[src/power_switch_pkg.sv]
// Package for the backup power switchover block: register map, fields, timing.
// Assumes a single 50 MHz clock and an APB register bus.
package power_switch_pkg;
  localparam logic [11:0] ctrl_off = 12'h000;
  localparam logic [11:0] stat_off = 12'h004;
  localparam logic [11:0] int_stat_off = 12'h008;
  localparam logic [11:0] int_en_off = 12'h00c;
  localparam logic [11:0] int_clr_off = 12'h010;
  localparam logic [11:0] div_off = 12'h014;
  // Control fields.
  localparam int ctrl_direct_bit = 0;
  localparam int ctrl_pin_mode_bit = 1;
  localparam int ctrl_freq_en_bit = 2;
  localparam int ctrl_irq_batt_en_bit = 3;
  localparam int ctrl_freq_batt_en_bit = 4;
  localparam int ctrl_alarm_bit = 5;
  localparam int ctrl_loss_clr_bit = 6;
  localparam logic [31:0] ctrl_reset = 32'h0000_0000;
  localparam logic [15:0] div_reset = 16'h0000;
  // Status fields.
  localparam int stat_backup_bit = 0;
  localparam int stat_loss_bit = 1;
  localparam int stat_armed_bit = 2;
  localparam int stat_ovr_bit = 3;
  // Interrupt events.
  localparam int ev_to_backup = 0;
  localparam int ev_to_main = 1;
  localparam int ev_count = 2;
  // Debounce time of comparator indications.
  localparam int clk_mhz = 50;
  localparam int debounce_us = 20;
  localparam int debounce_cycles = debounce_us * clk_mhz;
  localparam int sync_stages = 3;
  localparam logic [31:0] zero_word = 32'h0000_0000;
  typedef enum logic [2:0]
  {
    st_unarmed = 3'b001,
    st_main = 3'b010,
    st_backup = 3'b100
  } power_state_t;
endpackage : power_switch_pkg

[src/backup_power_switchover.sv]
// Backup power switchover controller with APB registers and shared irq/clock pin.
// Assumes analog comparators drive the supply indications and reset is power-on.
`timescale 1ns/1ps
module backup_power_switchover
  import power_switch_pkg::*;
(
  input wire logic clock,
  input wire logic srst,
  input wire logic psel,
  input wire logic penable,
  input wire logic pwrite,
  input wire logic [11:0] paddr,
  input wire logic [31:0] pwdata,
  output logic [31:0] prdata,
  output logic pready,
  output logic pslverr,
  input wire logic below_backup_raw,
  input wire logic below_trip_raw,
  input wire logic above_backup_raw,
  input wire logic above_trip_raw,
  input wire logic total_loss_at_por,
  input wire logic osc_input,
  input wire logic osc_external,
  output logic osc_output,
  input wire logic alarm_event,
  input wire logic scl_in,
  input wire logic sda_in,
  input wire logic sda_drive_low,
  output logic scl_gated,
  output logic sda_gated,
  output logic sda_oe,
  output logic sda_out,
  output logic backup_select,
  output logic irq_or_freq_pin_out,
  output logic irq_or_freq_pin_oe,
  output logic irq
);
  import power_switch_pkg::*;

  logic below_backup;
  logic below_trip;
  logic above_backup;
  logic above_trip;
  logic [3:0] raw_vec;
  logic [3:0] clean_vec;
  power_state_t state_reg;
  power_state_t state_next;
  logic [31:0] ctrl_reg;
  logic [31:0] ctrl_next;
  logic [15:0] div_reg;
  logic [15:0] div_next;
  logic [ev_count-1:0] ist_reg;
  logic [ev_count-1:0] ist_next;
  logic [ev_count-1:0] ien_reg;
  logic [ev_count-1:0] ien_next;
  logic loss_reg;
  logic loss_next;
  logic ovr_reg;
  logic ovr_next;
  logic por_pending_reg;
  logic por_pending_next;
  logic [31:0] prdata_reg;
  logic [31:0] prdata_next;
  logic [15:0] fcnt_reg;
  logic [15:0] fcnt_next;
  logic fclk_reg;
  logic fclk_next;
  logic irq_reg;
  logic irq_next;
  logic pin_oe_reg;
  logic pin_oe_next;
  logic scl_reg;
  logic scl_next;
  logic sda_reg;
  logic sda_next;
  logic sda_oe_reg;
  logic sda_oe_next;
  logic osc_reg;
  logic osc_next;
  logic [2:0] osc_sync_reg;
  logic [2:0] osc_sync_next;
  logic wr;
  logic rd;
  logic in_backup;
  logic [ev_count-1:0] events;

  assign raw_vec = {above_trip_raw, above_backup_raw, below_trip_raw, below_backup_raw};

  genvar gi;
  generate
    for (gi = 0; gi < 4; gi++)
    begin : g_filter
      input_filter u_filter
      (
        .clock(clock),
        .srst(srst),
        .raw(raw_vec[gi]),
        .clean(clean_vec[gi])
      );
    end
  endgenerate

  assign below_backup = clean_vec[0];
  assign below_trip = clean_vec[1];
  assign above_backup = clean_vec[2];
  assign above_trip = clean_vec[3];
  assign wr = psel && penable && pwrite;
  // Read data are loaded in the setup cycle so they stand through the access phase.
  assign rd = psel && !penable && !pwrite;
  assign in_backup = (state_reg == st_backup);

  always_comb
  begin
    state_next = state_reg;
    events = '0;
    case (state_reg)
      st_unarmed:
      begin
        if (above_backup || above_trip)
        begin
          state_next = st_main;
        end
      end
      st_main:
      begin
        if (ctrl_reg[ctrl_direct_bit])
        begin
          if (below_backup)
          begin
            state_next = st_backup;
          end
        end
        else if (below_backup && below_trip)
        begin
          state_next = st_backup;
        end
        events[ev_to_backup] = (state_next == st_backup);
      end
      st_backup:
      begin
        if (above_backup || (above_trip && !ctrl_reg[ctrl_direct_bit]))
        begin
          state_next = st_main;
          events[ev_to_main] = 1'b1;
        end
      end
      default:
      begin
        state_next = st_unarmed;
      end
    endcase
  end

  always_comb
  begin
    ctrl_next = ctrl_reg;
    div_next = div_reg;
    ien_next = ien_reg;
    ist_next = ist_reg;
    ovr_next = ovr_reg;
    loss_next = loss_reg;
    por_pending_next = 1'b0;
    prdata_next = prdata_reg;
    if (wr)
    begin
      case (paddr)
        ctrl_off:
        begin
          ctrl_next = pwdata & 32'h0000_003f;
          if (pwdata[ctrl_loss_clr_bit])
          begin
            loss_next = 1'b0;
          end
        end
        div_off: div_next = pwdata[15:0];
        int_en_off: ien_next = pwdata[ev_count-1:0];
        int_clr_off: ist_next = ist_reg & ~pwdata[ev_count-1:0];
        default: ovr_next = ovr_reg;
      endcase
    end
    // Catch strap after reset release; the set outranks a clear.
    if (por_pending_reg && total_loss_at_por)
    begin
      loss_next = 1'b1;
    end
    // Events are applied after the clear so that a set in the same cycle wins.
    ist_next = ist_next | events;
    if ((ist_reg & events) != '0)
    begin
      ovr_next = 1'b1;
    end
    if (rd)
    begin
      case (paddr)
        ctrl_off: prdata_next = ctrl_reg;
        stat_off: prdata_next = {28'h000_0000, ovr_reg, (state_reg != st_unarmed),
          loss_reg, in_backup};
        int_stat_off: prdata_next = {30'h0000_0000, ist_reg};
        int_en_off: prdata_next = {30'h0000_0000, ien_reg};
        div_off: prdata_next = {16'h0000, div_reg};
        default: prdata_next = zero_word;
      endcase
    end
  end

  always_comb
  begin
    fcnt_next = fcnt_reg;
    fclk_next = fclk_reg;
    irq_next = (ist_reg & ien_reg) != '0;
    pin_oe_next = 1'b0;
    osc_sync_next = {osc_sync_reg[1:0], osc_input};
    osc_next = osc_external ? 1'b0 : !osc_input;
    if (fcnt_reg >= div_reg)
    begin
      fcnt_next = 16'h0000;
      fclk_next = !fclk_reg;
    end
    else
    begin
      fcnt_next = fcnt_reg + 16'h0001;
    end
    if (ctrl_reg[ctrl_pin_mode_bit])
    begin
      if (ctrl_reg[ctrl_freq_en_bit] && (!in_backup || ctrl_reg[ctrl_freq_batt_en_bit]))
      begin
        pin_oe_next = !fclk_reg;
      end
    end
    else if (ctrl_reg[ctrl_alarm_bit] && alarm_event)
    begin
      pin_oe_next = !in_backup || ctrl_reg[ctrl_irq_batt_en_bit];
    end
    scl_next = in_backup ? 1'b1 : scl_in;
    sda_next = in_backup ? 1'b1 : sda_in;
    sda_oe_next = !in_backup && sda_drive_low;
  end

  always_ff @(posedge clock)
  begin
    if (srst)
    begin
      state_reg <= st_unarmed;
      ctrl_reg <= ctrl_reset;
      div_reg <= div_reset;
      ien_reg <= '0;
      ist_reg <= '0;
      ovr_reg <= 1'b0;
      loss_reg <= 1'b0;
      por_pending_reg <= 1'b1;
      prdata_reg <= zero_word;
      fcnt_reg <= 16'h0000;
      fclk_reg <= 1'b0;
      irq_reg <= 1'b0;
      pin_oe_reg <= 1'b0;
      scl_reg <= 1'b1;
      sda_reg <= 1'b1;
      sda_oe_reg <= 1'b0;
      osc_reg <= 1'b0;
      osc_sync_reg <= 3'h0;
    end
    else
    begin
      state_reg <= state_next;
      ctrl_reg <= ctrl_next;
      div_reg <= div_next;
      ien_reg <= ien_next;
      ist_reg <= ist_next;
      ovr_reg <= ovr_next;
      loss_reg <= loss_next;
      por_pending_reg <= por_pending_next;
      prdata_reg <= prdata_next;
      fcnt_reg <= fcnt_next;
      fclk_reg <= fclk_next;
      irq_reg <= irq_next;
      pin_oe_reg <= pin_oe_next;
      scl_reg <= scl_next;
      sda_reg <= sda_next;
      sda_oe_reg <= sda_oe_next;
      osc_reg <= osc_next;
      osc_sync_reg <= osc_sync_next;
    end
  end

  assign prdata = prdata_reg;
  assign pready = 1'b1;
  assign pslverr = 1'b0;
  assign backup_select = state_reg[2];
  assign irq = irq_reg;
  assign irq_or_freq_pin_out = 1'b0;
  assign irq_or_freq_pin_oe = pin_oe_reg;
  assign scl_gated = scl_reg;
  assign sda_gated = sda_reg;
  assign sda_oe = sda_oe_reg;
  assign sda_out = 1'b0;
  assign osc_output = osc_reg;
endmodule : backup_power_switchover

[src/input_filter.sv]
// Three-stage synchroniser with agreement check and debounce counter.
// Assumes a free-running clock; the raw input may be fully asynchronous.
`timescale 1ns/1ps
module input_filter
  import power_switch_pkg::*;
(
  input wire logic clock,
  input wire logic srst,
  input wire logic raw,
  output logic clean
);
  logic [2:0] sync_reg;
  logic [2:0] sync_next;
  logic [10:0] cnt_reg;
  logic [10:0] cnt_next;
  logic clean_reg;
  logic clean_next;
  localparam logic [10:0] cnt_max = 11'(debounce_cycles);

  always_comb
  begin
    sync_next = {sync_reg[1:0], raw};
    cnt_next = cnt_reg;
    clean_next = clean_reg;
    // Only stages two and three are compared; stage one feeds stage two alone.
    if ((sync_reg[1] != sync_reg[2]) || (sync_reg[2] == clean_reg))
    begin
      cnt_next = 11'h000;
    end
    else if (cnt_reg == cnt_max - 11'h001)
    begin
      cnt_next = 11'h000;
      clean_next = sync_reg[2];
    end
    else
    begin
      cnt_next = cnt_reg + 11'h001;
    end
  end

  always_ff @(posedge clock)
  begin
    if (srst)
    begin
      sync_reg <= 3'h0;
      cnt_reg <= 11'h000;
      clean_reg <= 1'b0;
    end
    else
    begin
      sync_reg <= sync_next;
      cnt_reg <= cnt_next;
      clean_reg <= clean_next;
    end
  end

  assign clean = clean_reg;
endmodule : input_filter

[config.mk]
export PLATFORM = sky130hd
export DESIGN_NAME = backup_power_switchover
export DESIGN_NICKNAME = d
export VERILOG_FILES = /design/src/power_switch_pkg.sv /design/src/backup_power_switchover.sv /design/src/input_filter.sv
export SDC_FILE = /design/constraint.sdc
export NUM_CORES = 1
export LEC_CHECK = 0
export BUFFER_PORTS_ARGS = -buffer_cell sky130_fd_sc_hd__buf_4
export CORE_MARGIN = 8
export CORE_UTILIZATION = 45
export CTS_CLUSTER_SIZE = 24
export DETAILED_ROUTE_END_ITERATION = 6
export GPL_TIMING_DRIVEN = 0
export PLACE_DENSITY = 0.77
export SETUP_SLACK_MARGIN = 0.02
export SLEW_MARGIN = 20
export SYNTH_ARGS = -nofsm -noshare
export SYNTH_HDL_FRONTEND = slang
export SYNTH_HIERARCHICAL = 1
export SYNTH_SLANG_ARGS = --single-unit
[constraint.sdc]
create_clock -name clock -period 2.6 [get_ports clock]
set_input_delay 0.26 -clock clock [delete_from_list [all_inputs] [get_ports clock]]
set_output_delay 0.26 -clock clock [all_outputs]
set_load 0.1 [all_outputs]
======== Word-level counts from Yosys, hierarchy flattened ========
Index checks and enable logic that the tools add are counted.
cells by class
  muxes and demuxes ....................... 21
  magnitude comparators ................... 1
  $add $sub $neg .......................... 5
  equality and inequality tests ........... 24
  reductions and logical operators ........ 46
  bitwise gates (word level) .............. 9
operators with widths
  cell                   number
  $pmux 16 s5            1
  $add 11x1->11 const B  4
  $eq 11x10->1 const B   4
  $eq 12x4->1 const B    2
  $eq 12x5->1 const B    2
  $mux 3                 6
  $add 16x1->16 const B  1
  $ge 16x16->1           1
  $reduce_and 2->1       8
  $eq 12x3->1 const B    1
  $logic_not 12->1       1
  $reduce_or 3->1        4
  $mux 1                 11
  $logic_and 1x1->1      10
  $reduce_bool 2->1      5
  $pmux 3 s3             1
  $logic_or 1x1->1       8
  $and 2x2->2            3
  $eq 3x3->1 const B     2
  $logic_not 1->1        6
  $reduce_or 2->1        3
  $eq 1x1->1             4
  $mux 2                 2
  $ne 1x1->1             4
  other kinds (9)        12
storage, ports and cells
  input bits .............................. 60
  register bits after elaboration ......... 147

======== Longest topological paths before layout ========
Gate-level depths: netlist of run 1.
  depth after elaboration ................. 8
  mapped depth ............................ 9
  mapped depth without buffers ............ 7

======== Modules after synthesis ========
The synthesis of run 1 kept the hierarchy.
modules (own cells, without submodules)
  module                   instances  sequential area each (sq um)  area an instance (sq um)  cells an instance
  backup_power_switchover  1          1421.4                        3465.8                    423
  input_filter             4          300.3                         625.6                     64

======== Least setup slack after synthesis of run 1 ========
OpenSTA, ideal clock, no wires.
  path type ............................... register to register
  start ................................... reg fcnt_reg[0]
  end ..................................... reg fcnt_reg[10]
  buffers on the path ..................... 2
  stages on the path, launching flop included .. 10
  setup slack ............................. 466 ps
  arrival time ............................ 2070 ps
  cell sequence ........................... dfxtp_1 inv_1 ha_1 nand2b_4 a2111oi_4 a2111oi_2 or4_1 buf_6 buf_8 nor2_1
between the ends
  longest elaborated chain between the ends .. 2
  elaborated cells between the ends (all ways) .. 3
  those cells by class .................... 1 x add/sub; 1 x order compare; 1 x reduce/logical
ends and longest elaborated chain
  element                           RTL line                        RTL
  start: declaration                backup_power_switchover.sv:64   logic [15:0] fcnt_reg;
  start signal: assignment          backup_power_switchover.sv:273  fcnt_reg <= fcnt_next;
  $ge 16x16->1                      backup_power_switchover.sv:214  if (fcnt_reg >= div_reg)
  $reduce_or 2->1 (no source line)  n/a
Several ways; a longest one is shown, not always the timed one.
A chain may end at the register's enable or synchronous reset.

======== Worst setup path after layout of run 1 ========
  start ................................... reg div_reg[15]
  end ..................................... reg fcnt_reg[9]
between the ends
  longest elaborated chain between the ends .. 2
ends and longest elaborated chain
  element                           RTL line                        RTL
  start: declaration                backup_power_switchover.sv:50   logic [15:0] div_reg;
  start signal: assignment          backup_power_switchover.sv:245  div_reg <= div_reset;
  start signal: assignment          backup_power_switchover.sv:266  div_reg <= div_next;
  $ge 16x16->1                      backup_power_switchover.sv:214
  $reduce_or 2->1 (no source line)  n/a
No other way between the ends.

==> impl_metrics.env, run 1 <==
export IMPL_status="complete, no violations"
export IMPL_synthesis_area_um2=5970
export IMPL_placed_area_um2=6740
export IMPL_grt_max_degree=23
export IMPL_ys_types=53
export IMPL_yosysWarningCount=6
export IMPL_largest_register_ffs=44
export IMPL_yosys_most_used_dff="dfxtp_1"
export IMPL_dieArea_um2=17200
export IMPL_rsz0062_at_grt="no"
export IMPL_async_reset_ff_share_pct=0
export IMPL_nets=864
export IMPL_postSynthCellCount=679
export IMPL_ios=103
export IMPL_vias=5167
export IMPL_clockBufferDepth=2
export IMPL_place_inst=938
export IMPL_cp_required_ns=2.95
export IMPL_area_delta_synth_final_pct=23.8
export IMPL_cts_tree="yes"
export IMPL_layout_cells_non_filler=972
export IMPL_crit_chain="inv_1 -> ha_1 -> nand4_1 -> nor2_1 -> a311o_1 -> or4_1 -> buf_6 -> buf_8 -> nor2_1"
export IMPL_cts_resized=0
export IMPL_coreArea_um2=13100
export IMPL_synth_seq_cells=131
export IMPL_drv_cap=0
export IMPL_crit_arrival_ns=2.70
export IMPL_dr_first_iter_drc_count=324
export IMPL_gr_total_overflow=0
export IMPL_place_congestion=0.822
export IMPL_drc=0
export IMPL_peakVddDrop_mv=0.627
export IMPL_drive_gt1_share_pct=18.0
export IMPL_slowest_delay_ns=0.55
export IMPL_fin_hold_ws_ns=0.0256
export IMPL_port_buffers=65
export IMPL_slew_viol_final=0
export IMPL_critPathMaxFanout=10
export IMPL_cts_setup_buffers=0
export IMPL_place_worst_setup_slack_ns=0.289
export IMPL_cts_buffers=17
export IMPL_setup_viol=0
export IMPL_cts_root_buf="clkbuf_16"
export IMPL_clk_latency_ns=0.41
export IMPL_place_hpwl_um=9730
export IMPL_syn_avg_cell_area_um2=8.79
export IMPL_grt_pass1_wl_um=23600
export IMPL_yosysSeqAreaShare_pct=43.9
export IMPL_final_util_pct=56.5
export IMPL_ant_nets=0
export IMPL_grt_pass1_vias=4960
export IMPL_fin_ws_ns=0.252
export IMPL_max_slew_margin_pct=57.1
export IMPL_power_leakage_nw=2.60
export IMPL_cts_clk_slew_worst_paths_ns=0.06
export IMPL_die_h_um=131
export IMPL_via_per_inst=5.32
export IMPL_min_delay_path_class="input pin to flop"
export IMPL_fin_setup_tns_ns=0
export IMPL_start_util_pct=45.6
export IMPL_finalCriticalPeriod_ns=2.35
export IMPL_fin_skew_ns=0.00659
export IMPL_worstMarginPinSlew_ns=0.640
export IMPL_crit_top_cell="nor2_1"
export IMPL_startpoint_type="flop"
export IMPL_period_share_pct=90.3
export IMPL_dr_pass1_iters=5
export IMPL_worstSetupPathType="flop to flop"
export IMPL_stdcell_area_um2=7390
export IMPL_antennaDiodeCount=0
export IMPL_fp_row_count=42
export IMPL_wirelength_um=13900
export IMPL_cpMaxStageDelayCell="or4_1"
export IMPL_antenna_found_initial=0
export IMPL_max_freq_ghz=0.426
export IMPL_end_kind="flop"
export IMPL_synth_edf_count=0
export IMPL_routedWlPerCell_um=14.3
export IMPL_grt_usage_pct=16.3
export IMPL_power_mw=4.86
export IMPL_clkSinkCount=131
export IMPL_cts_htree_levels=4
export IMPL_fp_dieW_um=131
export IMPL_hold_viol_final=0
export IMPL_power_density_nw_per_um2=657
export IMPL_cts_hold_buf=2
## final timing paths
| check | start | end | slack, ns | cells after the start |
|---|---|---|---|---|
| min | scl_in | scl_gated | 0.03 | 2 |
| min reg2reg | g_filter[2].u_filter/sync_reg[0] | g_filter[2].u_filter/sync_reg[1] | 0.44 | 1 |
| max | div_reg[15] | fcnt_reg[9] | 0.25 | 9 |
| max reg2reg | div_reg[15] | fcnt_reg[9] | 0.25 | 9 |
## cell usage in the layout (no fill, tap or decap), drive strengths merged, types with 21 or more instances in the layout
cell / netlist / layout
clkbuf: 18 / 37
o21ai: 23 / 23
ha: 21 / 21
nand3: 33 / 33
inv: 27 / 27
a21oi: 41 / 41
nor3: 25 / 25
nor2: 53 / 53
nand2: 73 / 73
dfxtp: 131 / 131
buf: 26 / 91
a211oi: 25 / 25
## cells in the mapped netlist (6+ instances only)
master	instances	area [µm²]
inv_1	27	101
nand2_1	73	274
clkbuf_1	18	67.6
ha_1	21	263
nor3_1	20	100
nand4_1	14	87.6
or3_1	15	93.8
o31ai_1	16	120
nor3b_1	6	45.0
nor2_1	52	195
a211oi_1	25	188
or4_1	17	128
nand3_1	29	145
dfxtp_1	131	2620
o21ai_0	23	115
xnor2_1	10	87.6
nor2b_1	15	93.8
xor2_1	16	140
a22oi_1	14	105
a31oi_1	9	56.3
a21oi_1	41	205
buf_4	20	150
## kinds of logic after synthesis
| family | after synthesis | share of synthesized area, % |
|---|---|---|
| simple gates | 278 | 24.8 |
| buf+inv | 71 | 6.08 |
| flops | 131 | 43.9 |
| mux | 7 | 1.22 |
| compound gates | 143 | 15.7 |
| xor+xnor | 26 | 3.82 |
| other cells | 2 | 0.126 |
| fa+ha+maj | 21 | 4.40 |
## where the power goes
group / internal [mW] / leakage, nW / switching, mW / total (mW)
Clock: 1.63 / 0.299 / 0.900 / 2.53
Combinational: 0.0845 / 1.25 / 0.214 / 0.299
Sequential: 2.02 / 1.06 / 0.00757 / 2.03
Total: 3.73 / 2.60 / 1.12 / 4.86
## area by class of cell
type | count | area (µm²)
well taps | 176 | 220
flip-flops and latches | 131 | 2620
repair buffers | 67 | 508
clock buffers | 19 | 443
multi-input cells | 495 | 3050
clock inverters | 13 | 184
fillers | 1152 | 5690
plain buffers | 44 | 262
inverters | 27 | 101
## routing by layer
metal,GRT usage (%),vias to the layer above,routed length [µm]
met1,19.5,2392,6150
met4,5.49,0,178
met3,4.54,18,796
li1,-,2622,-
met5,0,-,0
met2,27.4,135,6760
## critical path, delay by kind of cell (launching register included)
| family | cells | cell delay [ns] |
|---|---|---|
| AO/OA/AOI/OAI | 1 | 0.39 |
| adder cells (fa/ha/maj) | 1 | 0.31 |
| buffers and inverters | 3 | 0.37 |
| flip-flops | 1 | 0.36 |
| AND/OR/NAND/NOR | 4 | 0.86 |
Power figures use the tool's default switching activity.
==> run 2: changes to the inputs <==
CELL_PAD_IN_SITES_DETAIL_PLACEMENT = 0   (was default)
CELL_PAD_IN_SITES_GLOBAL_PLACEMENT = 1   (was default)
CORE_UTILIZATION = 42   (was 45)
PLACE_DENSITY = 0.91   (was 0.77)
SLEW_MARGIN = default   (was 20)
SYNTH_HIERARCHICAL = default   (was 1)
==> impl_metrics.env, run 2 <==
export IMPL_status="complete, no violations"
export IMPL_largest_register_ffs=44
export IMPL_synth_edf_count=0
export IMPL_rsz0062_at_grt="no"
export IMPL_hold_viol_final=0
export IMPL_crit_chain="inv_1 -> ha_1 -> a21o_1 -> a21o_1 -> a2111oi_4 -> nand4_4 -> buf_6 -> nor2_2"
export IMPL_crit_buf_inv=2
export IMPL_ys_top_cells_by_count="dfxtp_1 (131), nor2_1 (91), nand2_1 (61)"
export IMPL_fp_row_count=43
export IMPL_syn_avg_cell_area_um2=8.71
export IMPL_stdcell_area_um2=7210
export IMPL_grt_usage_pct=15.4
export IMPL_rr_startpoint="div_reg[13]"
export IMPL_dr_first_iter_drc_count=271
export IMPL_coreArea_um2=13800
export IMPL_worstSetupPathType="flop to flop"
export IMPL_antenna_found_initial=0
export IMPL_hp_start="sda_in"
export IMPL_cts_resized=0
export IMPL_dieArea_um2=18000
export IMPL_vias=4684
export IMPL_power_density_nw_per_um2=620
export IMPL_wirelength_um=13200
export IMPL_cpMaxStageDelayCell="a2111oi_4"
export IMPL_yosysWarningCount=0
export IMPL_slowest_delay_ns=0.47
export IMPL_fin_setup_tns_ns=0
export IMPL_port_buffers=64
export IMPL_crit_arrival_ns=2.50
export IMPL_cts_tree="yes"
export IMPL_start_util_pct=42.7
export IMPL_worstMarginPinSlew_ns=0.681
export IMPL_critPathMaxFanout=10
export IMPL_drive_gt1_share_pct=17.4
export IMPL_grt_pass1_vias=4520
export IMPL_synth_most_common_cell="dfxtp_1"
export IMPL_cts_clk_slew_worst_paths_ns=0.05
export IMPL_layout_cells_non_filler=971
export IMPL_postSynthCellCount=675
export IMPL_place_hpwl_um=9890
export IMPL_yosysSeqAreaShare_pct=44.6
export IMPL_startpoint_type="flop"
export IMPL_hold_end="sda_gated"
export IMPL_routedWlPerCell_um=13.6
export IMPL_power_mw=4.47
export IMPL_finalCriticalPeriod_ns=2.15
export IMPL_crit_top_cell="a21o_1"
export IMPL_placed_area_um2=6650
export IMPL_period_share_pct=82.7
export IMPL_setup_viol=0
export IMPL_clk_latency_ns=0.41
export IMPL_fin_ws_ns=0.450
export IMPL_yosysTopAreaCell="dfxtp_1"
export IMPL_ff2ff_setup_slack_ns=0.45
export IMPL_cts_buffers=17
export IMPL_place_worst_setup_slack_ns=0.460
export IMPL_layout_common_cells="dfxtp_1 (131), nor2_1 (91), buf_4 (86)"
export IMPL_end_kind="flop"
export IMPL_cp_num_cells=8
export IMPL_die_h_um=134
export IMPL_ios=103
export IMPL_max_slew_margin_pct=54.6
export IMPL_clkSinkCount=131
export IMPL_min_delay_path_class="input pin to flop"
export IMPL_dr_pass1_iters=5
export IMPL_nets=860
export IMPL_cts_hold_buf=3
export IMPL_cpLargestDelayFamily="compound AO/OA/AOI/OAI gates"
export IMPL_antennaDiodeCount=0
export IMPL_gr_total_overflow=0
export IMPL_place_congestion=0.791
export IMPL_cts_setup_buffers=0
export IMPL_place_inst=937
export IMPL_drc=0
export IMPL_grt_pass1_wl_um=22300
export IMPL_synthesis_area_um2=5880
export IMPL_fin_skew_ns=0.00652
export IMPL_ys_types=56
export IMPL_cts_htree_levels=4
export IMPL_peakVddDrop_mv=0.403
export IMPL_yosys_top_cells_area="dfxtp_1 (45%), nor2_1 (5.8%), xor2_1 (4.6%)"
export IMPL_whs_path_depth=2
export IMPL_drv_cap=0
export IMPL_r2r_cells=8
export IMPL_max_freq_ghz=0.465
export IMPL_ant_nets=0
export IMPL_final_common_cell="dfxtp_1"
export IMPL_cts_root_buf="clkbuf_16"
export IMPL_clockBufferDepth=2
export IMPL_yosys_most_used_dff="dfxtp_1"
export IMPL_slew_viol_final=0
export IMPL_reg2reg_to="fcnt_reg[12]"
export IMPL_synth_seq_cells=131
export IMPL_fp_dieW_um=134
export IMPL_grt_max_degree=17
export IMPL_synth_top_area_share_pct=44.6
export IMPL_cp_required_ns=2.95
export IMPL_async_reset_ff_share_pct=0
export IMPL_area_delta_synth_final_pct=22.8
export IMPL_power_leakage_nw=2.80
export IMPL_via_per_inst=4.82
-- run 2: changes by cell type after synthesis, sizes merged, moves of 10 or more --
cell / previous run / this run
a211oi: 25 / 1
a22oi: 14 / 4
nand2: 73 / 61
nor2: 53 / 103
nor3: 25 / 4
o21ai: 23 / 34
o31ai: 16 / 1
or3: 19 / 4
or4: 17 / 0
xor2: 16 / 31
-- run 2: area by class of cell --
cell class	count	area (µm²)
fill	1345	6560
multi-input combinational	489	2950
sequential	131	2620
timing repair buffer	67	510
clock buffer	26	509
buffer	42	251
tap	180	225
inverter	31	116
clock inverter	5	25.0
-- run 2: worst max path at each step --
stage                       startpoint            to  slack, ns
final                      div_reg[13]  fcnt_reg[12]       0.45
after global placement     div_reg[13]  fcnt_reg[13]       0.49
after detailed placement   div_reg[13]  fcnt_reg[13]       0.46
after global routing       div_reg[13]  fcnt_reg[15]       0.29
after floorplan           state_reg[2]     prdata[0]       0.56
after CTS                  div_reg[13]  fcnt_reg[12]       0.44
-- run 2: where the power goes --
group          switching, mW  internal, mW  total [mW]
registers            0.00690          2.02        2.03
logic                  0.220        0.0859       0.306
clock network          0.805          1.33        2.14
-- run 2: metal layers --
layer / wire length, µm / global-route usage, %
met1: 6300 / 19.0
met2: 5980 / 24.3
met3: 859 / 5.42
met4: 90 / 5.12
met5: 0 / 0
-- run 2: stage by stage --
step / hold slack, ns / utilization [%]
after global placement: 0.417 / 48.3
after global routing: 0.0278 / 52.4
after detailed placement: 0.420 / 48.3
after floorplan: 0.288 / -
after CTS: 0.0197 / 52.4
final: 0.0391 / 52.4
-- run 2: logic make-up after synthesis --
family | after synthesis | share of synthesized area [%]
simple gates | 284 | 24.7
xor+xnor | 50 | 7.45
flops | 131 | 44.6
buf+inv | 73 | 6.26
fa+ha+maj | 21 | 4.47
compound gates | 101 | 9.92
other cells | 2 | 0.128
mux | 13 | 2.45
-- run 2: worst register-to-register path, delay by kind of cell, from the launching register on --
| kind | cells | cell delay, ns |
|---|---|---|
| AND/OR/NAND/NOR | 2 | 0.34 |
| flip-flops | 1 | 0.34 |
| adder cells (fa/ha/maj) | 1 | 0.30 |
| AO/OA/AOI/OAI | 3 | 0.83 |
| buffers and inverters | 2 | 0.27 |
